`src/inc/cfg_pkg.sv`:
```
// Constants and carrier types for the device configuration bank.
// Assumes an 8-bit register port in the REF_CLK domain.
package cfg_pkg;
  // ----------------------------------------
  // Register offsets
  // ----------------------------------------
  localparam logic [7:0] ADDR_IRQ_PIN_CFG = 8'h7D;
  localparam logic [7:0] ADDR_WP_KEY      = 8'h7E;
  localparam logic [7:0] ADDR_HOST_SEL    = 8'h7F;

  // ----------------------------------------
  // Reset values and fields
  // ----------------------------------------
  localparam logic [7:0] RST_IRQ_PIN_CFG = 8'h02;
  localparam logic [7:0] RST_WP_KEY      = 8'h85;
  localparam logic [7:0] RST_HOST_SEL    = 8'h00;
  localparam int         BIT_POLARITY    = 0;
  localparam int         BIT_IDLE_FLOAT  = 1;
  localparam int         BIT_AUX_OUT     = 2;
  localparam int         IRQ_CFG_W       = 3;
  localparam int         HOST_SEL_W      = 3;

  // ----------------------------------------
  // Key codes and host-port styles
  // ----------------------------------------
  localparam logic [7:0] KEY_UNPROT = 8'h85;
  localparam logic [7:0] KEY_SINGLE = 8'h86;
  localparam logic [2:0] HS_EPROM   = 3'h1;
  localparam logic [2:0] HS_MUX     = 3'h2;
  localparam logic [2:0] HS_PAR_A   = 3'h3;
  localparam logic [2:0] HS_PAR_B   = 3'h4;
  localparam logic [2:0] HS_SERIAL  = 3'h5;

  typedef enum logic [2:0] {
    WP_LOCKED = 3'b001,
    WP_OPEN   = 3'b010,
    WP_SINGLE = 3'b100
  } wp_mode_t;

  typedef struct packed {
    logic       wr;
    logic [7:0] addr;
    logic [7:0] wdata;
  } reg_req_t;

  typedef struct packed {
    logic out;
    logic oe_b;
  } pin_drv_t;
endpackage

```
`src/design/irq_pin_drv.sv`:
```
// Interrupt pin shaping: polarity, idle float and auxiliary output use.
// Assumes a core interrupt level in the REF_CLK domain.
`timescale 1ns/1ps
`default_nettype none
module irq_pin_drv
  import cfg_pkg::*;
(
  input  wire logic                 ref_clk,
  input  wire logic                 rst_b,
  input  wire logic [IRQ_CFG_W-1:0] cfg,
  input  wire logic                 irq_active,
  output var  pin_drv_t             pin
);
  typedef struct packed {
    pin_drv_t pin;
  } st_t;
  st_t st_q;
  st_t st_d;

  always_comb begin
    st_d = st_q;
    if (cfg[BIT_AUX_OUT]) begin
      st_d.pin.out  = cfg[BIT_POLARITY];
      st_d.pin.oe_b = 1'b0;
    end else begin
      st_d.pin.out  = irq_active ? cfg[BIT_POLARITY] : ~cfg[BIT_POLARITY];
      st_d.pin.oe_b = cfg[BIT_IDLE_FLOAT] & ~irq_active;
    end
  end

  always_ff @(posedge ref_clk or negedge rst_b) begin
    if (!rst_b) begin
      st_q <= '{pin: '{out: 1'b1, oe_b: 1'b1}};
    end else begin
      st_q <= st_d;
    end
  end

  assign pin = st_q.pin;

  chk_aux_level: assert property (@(posedge ref_clk) disable iff (!rst_b)
    cfg[BIT_AUX_OUT] |=> (pin.out == $past(cfg[BIT_POLARITY])) && !pin.oe_b)
    else $error("aux output level wrong");
  chk_float_idle: assert property (@(posedge ref_clk) disable iff (!rst_b)
    (!cfg[BIT_AUX_OUT] && cfg[BIT_IDLE_FLOAT] && !irq_active) |=> pin.oe_b)
    else $error("idle pin not floated");
  chk_drive_always: assert property (@(posedge ref_clk) disable iff (!rst_b)
    (!cfg[BIT_AUX_OUT] && !cfg[BIT_IDLE_FLOAT]) |=> !pin.oe_b)
    else $error("pin not driven");
  chk_active_level: assert property (@(posedge ref_clk) disable iff (!rst_b)
    (!cfg[BIT_AUX_OUT] && irq_active) |=> pin.out == $past(cfg[BIT_POLARITY]))
    else $error("active level wrong");
  cov_float_irq: cover property (@(posedge ref_clk) disable iff (!rst_b)
    cfg[BIT_IDLE_FLOAT] && !irq_active ##1 irq_active);
endmodule
`default_nettype wire

```
`src/design/dev_cfg_bank.sv`:
```
// Device configuration bank: interrupt pin setup, write protection, host port
// selection and boundary-scan test reset handling.
// Assumes a synchronous 8-bit register port and strap pins stable at reset.
`timescale 1ns/1ps
`default_nettype none
module dev_cfg_bank
  import cfg_pkg::*;
(
  input  wire logic        REF_CLK,
  input  wire logic        RST_B,
  input  wire logic        REG_WR,
  input  wire logic [7:0]  REG_ADDR,
  input  wire logic [7:0]  REG_WDATA,
  output logic      [7:0]  REG_RDATA,
  input  wire logic [2:0]  HOST_STRAP,
  input  wire logic        IRQ_ACTIVE,
  output logic             IRQ_PIN_OUT,
  output logic             IRQ_PIN_OE_B,
  output logic [2:0]       HOST_STYLE,
  output logic             HOST_STYLE_VALID,
  output logic             WRITES_OPEN,
  input  wire logic        TEST_RST_IN,
  output logic             TEST_RST_PULL_LOW,
  output logic             SCAN_MODE,
  output logic             SCAN_CORE_CAPTURE
);
  // ----------------------------------------
  // State
  // ----------------------------------------
  typedef struct packed {
    logic [IRQ_CFG_W-1:0]  irq_cfg;
    logic [7:0]            key;
    wp_mode_t              mode;
    logic [HOST_SEL_W-1:0] host_sel;
    logic                  strap_done;
    logic [7:0]            rdata;
    logic                  scan;
    logic                  wr_open;
  } st_t;
  st_t      st_q;
  st_t      st_d;
  reg_req_t req;
  pin_drv_t pin;
  logic     wr_other;
  logic     allowed;

  assign req      = '{wr: REG_WR, addr: REG_ADDR, wdata: REG_WDATA};
  assign wr_other = req.wr && (req.addr != ADDR_WP_KEY);
  assign allowed  = (st_q.mode != WP_LOCKED);

  // ----------------------------------------
  // Next state
  // ----------------------------------------
  always_comb begin
    st_d = st_q;
    if (!st_q.strap_done) begin
      st_d.host_sel   = HOST_STRAP;
      st_d.strap_done = 1'b1;
    end
    if (wr_other && allowed && st_q.strap_done) begin
      if (req.addr == ADDR_IRQ_PIN_CFG) begin
        st_d.irq_cfg = req.wdata[IRQ_CFG_W-1:0];
      end
      if (req.addr == ADDR_HOST_SEL && st_q.host_sel == HS_EPROM) begin
        st_d.host_sel = req.wdata[HOST_SEL_W-1:0];
      end
    end
    if (wr_other && st_q.mode == WP_SINGLE) begin
      st_d.mode = WP_LOCKED;
      st_d.key  = 8'h00;
    end
    if (req.wr && req.addr == ADDR_WP_KEY) begin
      st_d.key = req.wdata;
      case (req.wdata)
        KEY_UNPROT: st_d.mode = WP_OPEN;
        KEY_SINGLE: st_d.mode = WP_SINGLE;
        default:    st_d.mode = WP_LOCKED;
      endcase
    end
    case (req.addr)
      ADDR_IRQ_PIN_CFG: st_d.rdata = {5'h00, st_q.irq_cfg};
      ADDR_WP_KEY:      st_d.rdata = st_q.key;
      ADDR_HOST_SEL:    st_d.rdata = {5'h00, st_q.host_sel};
      default:          st_d.rdata = 8'h00;
    endcase
    st_d.scan    = TEST_RST_IN;
    st_d.wr_open = (st_d.mode != WP_LOCKED);
  end

  always_ff @(posedge REF_CLK or negedge RST_B) begin
    if (!RST_B) begin
      st_q.irq_cfg    <= RST_IRQ_PIN_CFG[IRQ_CFG_W-1:0];
      st_q.key        <= RST_WP_KEY;
      st_q.mode       <= WP_OPEN;
      st_q.host_sel   <= RST_HOST_SEL[HOST_SEL_W-1:0];
      st_q.strap_done <= 1'b0;
      st_q.rdata      <= 8'h00;
      st_q.scan       <= 1'b0;
      st_q.wr_open    <= 1'b1;
    end else begin
      st_q <= st_d;
    end
  end

  // ----------------------------------------
  // Interrupt pin
  // ----------------------------------------
  irq_pin_drv u_irq_pin (
    .ref_clk    (REF_CLK),
    .rst_b      (RST_B),
    .cfg        (st_q.irq_cfg),
    .irq_active (IRQ_ACTIVE),
    .pin        (pin)
  );

  // ----------------------------------------
  // Outputs
  // ----------------------------------------
  assign REG_RDATA         = st_q.rdata;
  assign IRQ_PIN_OUT       = pin.out;
  assign IRQ_PIN_OE_B      = pin.oe_b;
  assign HOST_STYLE        = st_q.host_sel;
  assign HOST_STYLE_VALID  = st_q.strap_done;
  assign WRITES_OPEN       = st_q.wr_open;
  assign TEST_RST_PULL_LOW = 1'b1;
  assign SCAN_MODE         = st_q.scan;
  assign SCAN_CORE_CAPTURE = 1'b0;

  // ----------------------------------------
  // Checks
  // ----------------------------------------
  chk_locked_write: assert property (@(posedge REF_CLK) disable iff (!RST_B)
    (st_q.mode == WP_LOCKED && wr_other && req.addr == ADDR_IRQ_PIN_CFG)
      |=> $stable(st_q.irq_cfg))
    else $error("write passed while locked");
  chk_key_decode: assert property (@(posedge REF_CLK) disable iff (!RST_B)
    (req.wr && req.addr == ADDR_WP_KEY && req.wdata == KEY_SINGLE)
      |=> st_q.mode == WP_SINGLE)
    else $error("single key not decoded");
  chk_single_once: assert property (@(posedge REF_CLK) disable iff (!RST_B)
    (st_q.mode == WP_SINGLE && wr_other) |=> st_q.mode == WP_LOCKED)
    else $error("single mode not closed");
  chk_strap_hold: assert property (@(posedge REF_CLK) disable iff (!RST_B)
    (st_q.strap_done && !(wr_other && req.addr == ADDR_HOST_SEL)) |=> $stable(st_q.host_sel))
    else $error("host select changed");
  chk_eprom_write: assert property (@(posedge REF_CLK) disable iff (!RST_B)
    (allowed && st_q.strap_done && st_q.host_sel != HS_EPROM && wr_other
      && req.addr == ADDR_HOST_SEL) |=> $stable(st_q.host_sel))
    else $error("host select written outside boot");
  chk_no_capture: assert property (@(posedge REF_CLK) disable iff (!RST_B)
    !SCAN_CORE_CAPTURE && TEST_RST_PULL_LOW)
    else $error("scan capture or pull wrong");
  chk_scan_follow: assert property (@(posedge REF_CLK) disable iff (!RST_B)
    TEST_RST_IN |=> SCAN_MODE)
    else $error("scan mode not entered");
  cov_single: cover property (@(posedge REF_CLK) disable iff (!RST_B)
    st_q.mode == WP_SINGLE ##1 st_q.mode == WP_LOCKED);
  cov_boot_switch: cover property (@(posedge REF_CLK) disable iff (!RST_B)
    st_q.host_sel == HS_EPROM ##1 st_q.host_sel == HS_SERIAL);
  cov_aux: cover property (@(posedge REF_CLK) disable iff (!RST_B)
    st_q.irq_cfg[BIT_AUX_OUT]);
endmodule
`default_nettype wire

```
`config.mk`:
```
export PLATFORM = sky130hd
export DESIGN_NAME = dev_cfg_bank
export DESIGN_NICKNAME = d
export VERILOG_FILES = /design/src/inc/cfg_pkg.sv /design/src/design/irq_pin_drv.sv /design/src/design/dev_cfg_bank.sv
export SDC_FILE = /design/constraint.sdc
export NUM_CORES = 1
export LEC_CHECK = 0
export BUFFER_PORTS_ARGS = -buffer_cell sky130_fd_sc_hd__buf_2
export CORE_ASPECT_RATIO = 1.75
export CORE_MARGIN = 2
export CORE_UTILIZATION = 55
export DETAILED_ROUTE_END_ITERATION = 16
export PLACE_DENSITY_LB_ADDON = 0.25
export SYNTH_ARGS = -nofsm -noshare
export SYNTH_HDL_FRONTEND = slang
export SYNTH_HIERARCHICAL = 1
export SYNTH_SLANG_ARGS = --single-unit
```
`constraint.sdc`:
```
create_clock -name REF_CLK -period 3.55 [get_ports REF_CLK]
set_clock_uncertainty 0.05 [all_clocks]
set_input_delay 0.355 -clock REF_CLK [delete_from_list [all_inputs] [get_ports REF_CLK]]
set_output_delay 0.355 -clock REF_CLK [all_outputs]
set_load 0.05 [all_outputs]
```
==> metrics.md, run 1 <==
| Metric | Value |
|---|---|
| Hold Fails Final Rpt | `0` |
| Worst Path Class, Setup | `reg -> reg` |
| Largest net degree at the start of global routing | `31` |
| Crit end category | `flip-flop` |
| GRT overflow | `0` |
| Iter 0 DRT Violations | `20` |
| Syn avg cell area | `11.6 sq um` |
| Flops & latches, synth | `30` |
| Critical path depth in cells | `3` |
| CP Launch Point | `st_q[16]$_DFF_PN0_` |
| Net count, final | `183` |
| CP max stage cell | `or3b_2` |
| CTS Buf Count | `5` |
| Synth Cell Area | `0.00148 sq mm` |
| CP required | `3.67 ns` |
| Top post-synthesis cells by area | `dfrtp_1 (37%), dfstp_2 (14%), mux2i_1 (7.4%)` |
| Worst skew pair latency | `0.28 ns` |
| Period utilisation layout | `44.5%` |
| Drt wl/cell | `14.5 um` |
| Final worst slack | `1.97 ns` |
| GPL Wtd Cong | `0.773` |
| Max_slew headroom | `58.1%` |
| CP max FO | `6` |
| Yosys warns | `6` |
| Die Wd | `43.2 um` |
| CP max stage delay | `0.48 ns` |
| RSZ-0062 raised after global routing | `no` |
| Worst EP arrival | `1.70 ns` |
| Pre-CTS setup slack | `1.90 ns` |
| Fraction of layout cells with a size suffix above 1 | `43.1%` |
| Predominant post-synthesis flop cell | `dfrtp_1` |
| Initial core utilization | `58.6%` |
| Worst Hold Class | `in -> async` |
| CP startpoint kind | `flip-flop` |
| Worst R2R Path Depth | `3` |
| Synth async-reset ratio | `100%` |
| PostCTS Resize Cnt | `0` |
| Cell family with most CP delay | `simple AND/OR/NAND/NOR gates` |
| PD cells | `437 mW/mm^2` |
| CTS tree | `built` |
| Setup TNS | `0 ns` |
| Slew of the pin with the lowest slew margin | `0.629 ns` |
| Post-DP HPWL | `2140 um` |
| Setup violations, final | `0` |
| All-Layer GR Usage | `19.9%` |
| Number of nets with antenna violations after routing | `0` |
| Synth-to-Final Area Change | `14.1%` |
| Initial antenna violation count | `0` |
| Total wire length | `2700 um` |
| Max Clock Freq | `633 MHz` |
| First-pass GRT wire length | `4600 um` |
| IO Port Bufs | `39` |
| Util after Layout | `66.9%` |
| Vias | `1,024` |
| Leak pwr | `0.917 nW` |
| Maximum VDD drop | `369 uV` |
| Via-to-Cell Ratio | `5.51` |
| Library cells used by synthesis | `39` |
| Clock Sinks | `30` |
| Drt drc | `0` |
| Synth Instances | `128` |
| Yosys top cell by area | `dfrtp_1` |
| Register area share after synthesis | `51.4%` |
| N_diodes | `0` |
| H-tree levels | `2` |
| CTS Root Cell | `clkbuf_8` |
| Bufs and invs on worst path | `0` |
| Clock tree buffer depth | `2` |
| Shortest period the worst path allows | `1.58 ns` |
| Die ar. | `0.00314 sq mm` |
| DR pass1 iterations | `4` |
| CTS clk-pin slew, worst paths | `0.06 ns` |
| Synth top area share | `37.2%` |
| PnR Total Power | `0.738 mW` |
| Post-CTS Setup Bufs | `0` |
| Number of placement rows | `24` |
| Max_cap viols | `0` |
| CP Cell Sequence | `or3b_2 -> nand4_1 -> mux2_2` |
| Vias in the first global route | `1,069` |
| Commonest non-fill, non-tap cells in the layout | `buf_2 (39), dfrtp_1 (22), mux2i_1 (11)` |
| Worst flop-to-flop path startpoint | `st_q[16]$_DFF_PN0_` |
| DIE HEIGHT | `72.6 um` |
| Slew Limit Fails | `0` |
| Core area | `0.00252 sq mm` |
| Status | `finished, final reports clean` |
| EDFF count, synth | `0` |
| Post-CTS Hold Buffers | `0` |
| I/O Pins | `42` |
| Most common cell after layout, fill and taps aside | `buf_2` |
## cell type report
cell class	instances	area [sq um]
fill	217	835
sequential	30	761
multi-input combinational	73	567
timing repair buffer	39	195
clock buffer	6	82.6
inverter	10	37.5
tap	26	32.5
clock inverter	2	12.5
## metrics by stage
stage,hold WS [ns],cell area (sq um),std cells
2_1_floorplan,0.00941,1480,129
3_3_place_gp,0.356,1590,178
3_5_place_dp,0.361,1590,178
4_1_cts,0.0540,1690,186
5_1_grt,0.102,1690,186
6_report,0.0416,1690,186
## flip-flops by register name (all words and copies together) (netlist names)
register,count
HOST_STYLE,3
WRITES_OPEN,1
st_q,14
SCAN_MODE,1
u_irq_pin/pin,2
HOST_STYLE_VALID,1
REG_RDATA,8
## kinds of logic (layout without fill, tap and decap cells)
family	after synthesis	count (layout)	share of synthesized area [%]
xor+xnor	2	2	1.18
mux	21	21	15.1
compound gates	9	9	4.48
flops	30	30	51.4
buf+inv	26	57	10.5
simple gates	38	38	16.8
other cells	2	3	0.508
## final timing paths
kind	end	slack, ns
worst max-delay path	st_q[27]$_DFFE_PN0P_	1.97
worst min-delay path	st_q[25]$_DFFE_PN0P_	0.04
worst max register to register	st_q[27]$_DFFE_PN0P_	1.97
worst min register to register	u_irq_pin/pin[1]$_DFF_PN1_	0.40
max in group asynchronous	HOST_STYLE[2]$_DFF_PN0_	3.00
min in group REF_CLK	SCAN_MODE$_DFF_PN0_	0.13
## metal layers
metal,vias up,routed length (um),GRT usage [%]
li1,488,-,-
met1,487,968,20.3
met2,38,1420,34.0
met3,11,189,6.68
met4,0,119,11.8
met5,-,0,0
## Yosys cell counts, types with 2 or more instances
cell type,n
dfrtp_1,22
buf_4,13
mux2i_1,11
inv_1,10
mux2_2,9
nand2_1,9
dfstp_2,8
and3_1,5
a22oi_1,3
nor2_1,3
conb_1,2
nand3_1,2
nor2b_1,2
nor4_1,2
o31a_1,2
o31ai_1,2
## power breakdown
group	internal (mW)	leakage, nW	switching (mW)
registers	0.358	0.377	0.00921
logic	0.0326	0.492	0.0605
clock network	0.155	0.0472	0.122
total	0.546	0.917	0.192
No activity file was read; power rests on OpenSTA's default activity.
==> run 2: changes to the inputs <==
--- a/config.mk
+++ b/config.mk
@@ -5,10 +5,11 @@
 export SDC_FILE = /design/constraint.sdc
 export NUM_CORES = 1
 export LEC_CHECK = 0
+export ABC_AREA = 1
 export BUFFER_PORTS_ARGS = -buffer_cell sky130_fd_sc_hd__buf_2
 export CORE_ASPECT_RATIO = 1.75
 export CORE_MARGIN = 2
-export CORE_UTILIZATION = 55
+export CORE_UTILIZATION = 46
 export DETAILED_ROUTE_END_ITERATION = 16
 export PLACE_DENSITY_LB_ADDON = 0.25
 export SYNTH_ARGS = -nofsm -noshare
==> constraint.sdc (replaced) <==
create_clock -name REF_CLK -period 1.33 [get_ports REF_CLK]
set_clock_uncertainty 0.05 [all_clocks]
set_input_delay 0.133 -clock REF_CLK [delete_from_list [all_inputs] [get_ports REF_CLK]]
set_output_delay 0.133 -clock REF_CLK [all_outputs]
set_load 0.05 [all_outputs]
==> metrics.md, run 2 <==
| Metric | Value |
|---|---|
| Slew of the pin with the lowest slew margin | `0.643 ns (+0.0148 ns)` |
| Synth Instances | `173 (+35%)` |
| Initial core utilization | `48.1% (-11 points)` |
| Total wire length | `3080 um (+14%)` |
| Largest Register | `st_q` |
| CP max FO | `6 (unchanged)` |
| Period utilisation layout | `93.3%` |
| Hold depth | `3` |
| DIE HEIGHT | `80.2 um (+11%)` |
| Number of placement rows | `27 (+13%)` |
| RSZ-0062 raised after global routing | `no` |
| CP required | `1.15 ns (-2.52 ns)` |
| Setup violations, final | `0 (unchanged)` |
| CP Cell Sequence | `buf_2` |
| Max_cap viols | `0 (unchanged)` |
| Net count, final | `233 (+27%)` |
| N_diodes | `0 (unchanged)` |
| PnR Total Power | `2.15 mW (+190%)` |
| Hold Fails Final Rpt | `0 (unchanged)` |
| Internal reg-to-reg setup slack | `0.09 ns (-1.88 ns)` |
| Worst Path Class, Setup | `reg -> out` |
| Hold Crit Endpoint | `st_q[21]$_DFFE_PN0P_` |
| Predominant post-synthesis flop cell | `dfrtp_1` |
| Clock tree buffer depth | `2 (unchanged)` |
| IO Port Bufs | `39 (unchanged)` |
| Worst flop-to-flop path startpoint | `st_q[15]$_DFF_PN1_` |
| Die ar. | `0.00382 sq mm (+22%)` |
| Status | `finished, final reports clean` |
| Largest register FFs | `14 (unchanged)` |
| CP max stage delay | `0.47 ns (about the same)` |
| GRT overflow | `0 (unchanged)` |
| Cell family with most CP delay | `flip-flops` |
| Via-to-Cell Ratio | `4.81 (-13%)` |
| Flops & latches, synth | `30 (unchanged)` |
| Synth top area share | `36.0% (-1.2 points)` |
| Yosys top cell by area | `dfrtp_1` |
| Post-DP HPWL | `2260 um (+5.8%)` |
| Core area | `0.00318 sq mm (+26%)` |
| Syn avg cell area | `8.83 sq um (-24%)` |
| Worst Hold Class | `in -> reg` |
| I/O Pins | `42 (unchanged)` |
| PD cells | `1170 mW/mm^2 (+170%)` |
| Library cells used by synthesis | `25 (-36%)` |
| CTS tree | `built` |
| Register area share after synthesis | `49.8% (-1.6 points)` |
| Synth Cell Area | `0.00153 sq mm (+3.3%)` |
| Setup TNS | `0 ns (unchanged)` |
| Number of nets with antenna violations after routing | `0 (unchanged)` |
| Slew Limit Fails | `0 (unchanged)` |
| Max Clock Freq | `806 MHz` |
| Largest net degree at the start of global routing | `31 (unchanged)` |
| Drt wl/cell | `12.2 um (-16%)` |
| Initial antenna violation count | `0 (unchanged)` |
| Most frequent cell after synthesis | `nand2_1` |
| Max_slew headroom | `57.1% (-0.98 points)` |
| Crit end category | `primary output` |
| Synth async-reset ratio | `100% (unchanged)` |
| Die Wd | `47.6 um (+10%)` |
| CP max stage cell | `dfrtp_1` |
| H-tree levels | `2 (unchanged)` |
| CTS Root Cell | `clkbuf_8` |
| Vias | `1,218 (+19%)` |
| Commonest non-fill, non-tap cells in the layout | `nand2_1 (41), buf_2 (39), dfrtp_1 (22)` |
| Most common cell after layout, fill and taps aside | `nand2_1` |
| Bufs and invs on worst path | `1 (+1)` |
| Synth-to-Final Area Change | `19.7%` |
| Worst EP arrival | `1.06 ns (-0.64 ns)` |
| Leak pwr | `0.995 nW (+8.5%)` |
| Iter 0 DRT Violations | `30 (+50%)` |
| Fraction of layout cells with a size suffix above 1 | `37.6% (-5.5 points)` |
| # fillers | `311 (+43%)` |
| Vias in the first global route | `1,207 (+13%)` |
| Yosys warns | `6 (unchanged)` |
| Shortest period the worst path allows | `1.24 ns` |
| Clock Sinks | `30 (unchanged)` |
| Synth top cells by count | `nand2_1 (42), dfrtp_1 (22), inv_1 (22)` |
| Top post-synthesis cells by area | `dfrtp_1 (36%), dfstp_2 (14%), nand2_1 (10%)` |
| Worst R2R Path Depth | `7 (+4)` |
| First-pass GRT wire length | `5270 um (+15%)` |
| Multi-input gate area | `589 sq um (+4.0%)` |
| CTS Buf Count | `5 (unchanged)` |
| Register Area | `761 sq um (unchanged)` |
| EDFF count, synth | `0 (unchanged)` |
| Hold_sp | `REG_WDATA[4]` |
| Maximum VDD drop | `752 uV (+100%)` |
| All-Layer GR Usage | `19.5% (-0.37 points)` |
| Worst skew pair latency | `0.28 ns (about the same)` |
| Post-CTS Setup Bufs | `0 (unchanged)` |
| DR pass1 iterations | `4 (unchanged)` |
| Drt drc | `0 (unchanged)` |
| CP startpoint kind | `flip-flop` |
| CTS clk-pin slew, worst paths | `0.07 ns (about the same)` |
| Reg2reg end | `st_q[25]$_DFFE_PN0P_` |
| GPL Wtd Cong | `0.834 (+7.9%)` |
run 2: changes by cell type after synthesis, sizes merged, moves of 5 or more:
cell / change
mux2: -10
nor2: +13
and3: -5
o21ai: +9
inv: +14
o22ai: +5
nand2: +41
mux2i: -11
nand3: +9
run 2: what timing repair did:
action,in CTS,in global routing
setup endpoints to repair,0,6
hold endpoints to repair,24,0
resized for setup,0,5
hold buffers,3,0
run 2: power by group:
| group | internal, mW | switching [mW] |
|---|---|---|
| clock network | 0.550 | 0.343 |
| registers | 0.961 | 0.0227 |
| logic | 0.0804 | 0.189 |
| total | 1.59 | 0.555 |
run 2: worst max-delay path by stage:
| stage | from | endpoint | cells past startpoint |
|---|---|---|---|
| CTS | st_q[15]$_DFF_PN1_ | st_q[27]$_DFFE_PN0P_ | 7 |
| global route | st_q[15]$_DFF_PN1_ | st_q[27]$_DFFE_PN0P_ | 7 |
| floorplan | HOST_STYLE_VALID$_DFF_PN0_ | st_q[27]$_DFFE_PN0P_ | 5 |
| global placement | st_q[15]$_DFF_PN1_ | st_q[25]$_DFFE_PN0P_ | 7 |
| detailed placement | st_q[15]$_DFF_PN1_ | st_q[25]$_DFFE_PN0P_ | 7 |
| finish | HOST_STYLE_VALID$_DFF_PN0_ | HOST_STYLE_VALID | 1 |
run 2: per-stage QoR:
step / hold slack [ns] / area (sq um) / utilization, % / setup WS [ns] / cells
finish: 0.0315 / 1830 / 57.6 / 0.0887 / 253
floorplan: -0.213 / 1530 / - / 0.000670 / 174
detailed placement: 0.148 / 1670 / 52.6 / 0.0695 / 242
CTS: 0.0244 / 1810 / 57.0 / 0.0554 / 253
global placement: 0.131 / 1670 / 52.6 / 0.113 / 242
global route: 0.0415 / 1830 / 57.6 / 0.0179 / 253
run 2: cells by family after synthesis:
family          after synthesis  share of synthesized area, %
simple gates                 85                          29.9
flops                        30                          49.8
other cells                   2                         0.492
compound gates               18                          6.80
buf+inv                      38                          13.0
run 2: cell type report:
class,count,area share (%)
Clock buffer,5,3.76
Inverter,24,4.93
Multi-Input combinational cell,106,32.2
Clock inverter,3,2.19
Tap cell,43,2.94
Sequential cell,30,41.6
Timing Repair Buffer,42,12.3
run 2: worst min-delay path, delay by kind of cell:
family                 cells  cell delay (ns)
and+or+nand+nor            1             0.05
buffers and inverters      1             0.09
AOI/OAI and AO/OA          1             0.06
run 2: layer usage:
layer,global-route usage (%),wire length [um],vias to the layer above,share of wire (%)
met1,21.9,1140,579,37
met4,8.11,55,0,1.8
li1,-,-,596,-
met5,0,0,-,0
met3,5.39,157,7,5.1
met2,32.8,1720,36,56
==> run 3: changes to the inputs <==
--- a/config.mk
+++ b/config.mk
@@ -5,12 +5,12 @@
 export SDC_FILE = /design/constraint.sdc
 export NUM_CORES = 1
 export LEC_CHECK = 0
-export ABC_AREA = 1
 export BUFFER_PORTS_ARGS = -buffer_cell sky130_fd_sc_hd__buf_2
 export CORE_ASPECT_RATIO = 1.75
 export CORE_MARGIN = 2
 export CORE_UTILIZATION = 46
 export DETAILED_ROUTE_END_ITERATION = 16
+export GPL_TIMING_DRIVEN = 0
 export PLACE_DENSITY_LB_ADDON = 0.25
 export SYNTH_ARGS = -nofsm -noshare
 export SYNTH_HDL_FRONTEND = slang
==> metrics.md, run 3 (same netlist as run 1, synthesis figures left out) <==
| Metric | Value |
|---|---|
| Status | `complete, but fails checks` |
| Failing checks | `setup timing` |
| Vias in the first global route | `1,045 (-13%)` |
| Setup TNS | `-0.394 ns (-0.394 ns)` |
| Worst skew pair latency | `0.29 ns (about the same)` |
| GPL Wtd Cong | `0.770 (-7.6%)` |
| CP Cell Sequence | `or3b_4 -> nand4_1 -> mux2_4` |
| Total wire length | `2860 um (-7.1%)` |
| RSZ-0062 raised after global routing | `yes` |
| Vias | `1,061 (-13%)` |
| First-pass GRT wire length | `4620 um (-12%)` |
| WL met1 | `1090 um (-5.1%)` |
| H-tree levels | `2 (unchanged)` |
| Slew Limit Fails | `0 (unchanged)` |
| Crit end category | `flip-flop` |
| CTS Root Cell | `clkbuf_8` |
| Shortest period the worst path allows | `1.46 ns (+0.222 ns)` |
| DIE HEIGHT | `79.0 um (-1.5%)` |
| Commonest non-fill, non-tap cells in the layout | `buf_2 (39), dfrtp_1 (21), buf_4 (18)` |
| Pre-CTS setup slack | `-0.187 ns (-0.256 ns)` |
| Period utilisation layout | `110% (+17 points)` |
| GRT overflow | `0 (unchanged)` |
| Initial antenna violation count | `0 (unchanged)` |
| DR pass1 iterations | `4 (unchanged)` |
| Leak pwr | `1.04 nW (+4.7%)` |
| Setup violations, final | `3 (+3)` |
| Worst EP arrival | `1.58 ns (+0.52 ns)` |
| Iter 0 DRT Violations | `6 (-80%)` |
| CP max FO | `3 (-3)` |
| Drt wl/cell | `12.7 um (+4.0%)` |
| IO Port Bufs | `39 (unchanged)` |
| CP required | `1.44 ns (+0.29 ns)` |
| Core area | `0.00311 sq mm (-2.1%)` |
| Die ar. | `0.00370 sq mm (-3.0%)` |
| Max Clock Freq | `683 MHz (-15%)` |
| CP max stage delay | `0.40 ns (-0.07 ns)` |
| Hold WS | `0.0271 ns (-0.00438 ns)` |
| Register Area | `762 sq um (+0.16%)` |
| # fillers | `268 (-14%)` |
| Largest net degree at the start of global routing | `31 (unchanged)` |
| I/O Pins | `42 (unchanged)` |
| Final worst slack | `-0.133 ns (-0.222 ns)` |
| Worst Path Class, Setup | `reg -> reg` |
| PD cells | `1020 mW/mm^2 (-13%)` |
| Via-to-Cell Ratio | `4.69 (-2.5%)` |
| Net count, final | `206 (-12%)` |
| Die Wd | `46.9 um (-1.5%)` |
| CTS clk-pin slew, worst paths | `0.06 ns (about the same)` |
| Most common cell after layout, fill and taps aside | `buf_2` |
| Number of placement rows | `27 (unchanged)` |
| CTS tree | `built` |
| Max_slew headroom | `55.9% (-1.2 points)` |
| Cells after DPL | `211 (-13%)` |
| Met3 WL | `155 um (-1.3%)` |
| Worst Hold Class | `in -> reg` |
| Maximum VDD drop | `773 uV (+2.8%)` |
| CP startpoint kind | `flip-flop` |
| Fraction of layout cells with a size suffix above 1 | `49.7% (+12 points)` |
| CP max stage cell | `or3b_4` |
| All-Layer GR Usage | `17.8% (-1.7 points)` |
| Met2 routed WL | `1540 um (-11%)` |
| Max_cap viols | `0 (unchanged)` |
| Post-DP HPWL | `2170 um (-4.0%)` |
| Slew of the pin with the lowest slew margin | `0.662 ns (+0.0187 ns)` |
| Clock Sinks | `30 (unchanged)` |
| N_diodes | `0 (unchanged)` |
| Largest Register | `st_q` |
| Highest routing layer actually used | `met4` |
| Initial core utilization | `47.6% (-0.52 points)` |
| Hold Fails Final Rpt | `0 (unchanged)` |
| Final Non-Filler Cells | `226 (-11%)` |
| Clock tree buffer depth | `2 (unchanged)` |
| CTS Buf Count | `5 (unchanged)` |
| PnR Total Power | `1.96 mW (-8.8%)` |
| Multi-input gate area | `598 sq um (+1.5%)` |
| Drt drc | `0 (unchanged)` |
| Cell family with most CP delay | `simple AND/OR/NAND/NOR gates` |
| Bufs and invs on worst path | `0 (-1)` |
| Synth-to-Final Area Change | `29.2%` |
| Largest register FFs | `14 (unchanged)` |
| Number of nets with antenna violations after routing | `0 (unchanged)` |
==> run 3: through the flow <==
stage	utilization (%)	cell area, sq um
floorplan	-	1490
global placement	55.8	1740
detailed placement	55.8	1740
CTS	60.7	1890
global route	61.5	1910
finish	61.5	1910
==> run 3: power breakdown <==
| part | total (mW) | internal (mW) | switching [mW] |
|---|---|---|---|
| registers | 0.978 | 0.955 | 0.0231 |
| clock network | 0.690 | 0.361 | 0.329 |
| logic | 0.290 | 0.120 | 0.170 |
| total | 1.96 | 1.44 | 0.522 |
==> run 3: area by class of cell <==
cell class	count	share of cell area (%)
clock inverters	2	0.524
flip-flops and latches	30	39.9
well taps	43	2.82
clock buffers	6	3.80
repair buffers	47	13.8
multi-input cells	73	31.3
plain buffers	15	5.96
inverters	10	1.96
==> run 3: path summary, 6_finish.rpt <==
| kind | start | end | slack [ns] | depth (start not counted) |
|---|---|---|---|---|
| setup / recovery | st_q[15]$_DFF_PN1_ | st_q[27]$_DFFE_PN0P_ | -0.13 | 3 |
| max in group asynchronous | RST_B | HOST_STYLE_VALID$_DFF_PN0_ | 0.40 | 2 |
| setup reg to reg | st_q[15]$_DFF_PN1_ | st_q[27]$_DFFE_PN0P_ | -0.13 | 3 |
| hold reg to reg | st_q[24]$_DFFE_PN1P_ | st_q[24]$_DFFE_PN1P_ | 0.43 | 2 |
| hold / removal | HOST_STRAP[2] | HOST_STYLE[2]$_DFF_PN0_ | 0.03 | 3 |
| min in group asynchronous | RST_B | HOST_STYLE[2]$_DFF_PN0_ | 0.37 | 2 |
==> run 3: layer usage <==
metal	GRT usage, %	up-vias
li1	-	529
met1	19.4	498
met2	28.6	27
met3	5.68	7
met4	10.0	0
met5	0	-
==> run 3: what timing repair did <==
item                                   CTS  global route
gates resized for setup                  3             2
hold buffers                             3             0
pin swaps                                0             3
endpoints found under the hold margin   24             0
buffers inserted                         4             1
setup endpoints to repair                5             9
==> run 3: tightest hold or removal path, cell delays in order <==
cell     delay [ns]
buf_2          0.07
mux2i_1        0.06
o31ai_1        0.06
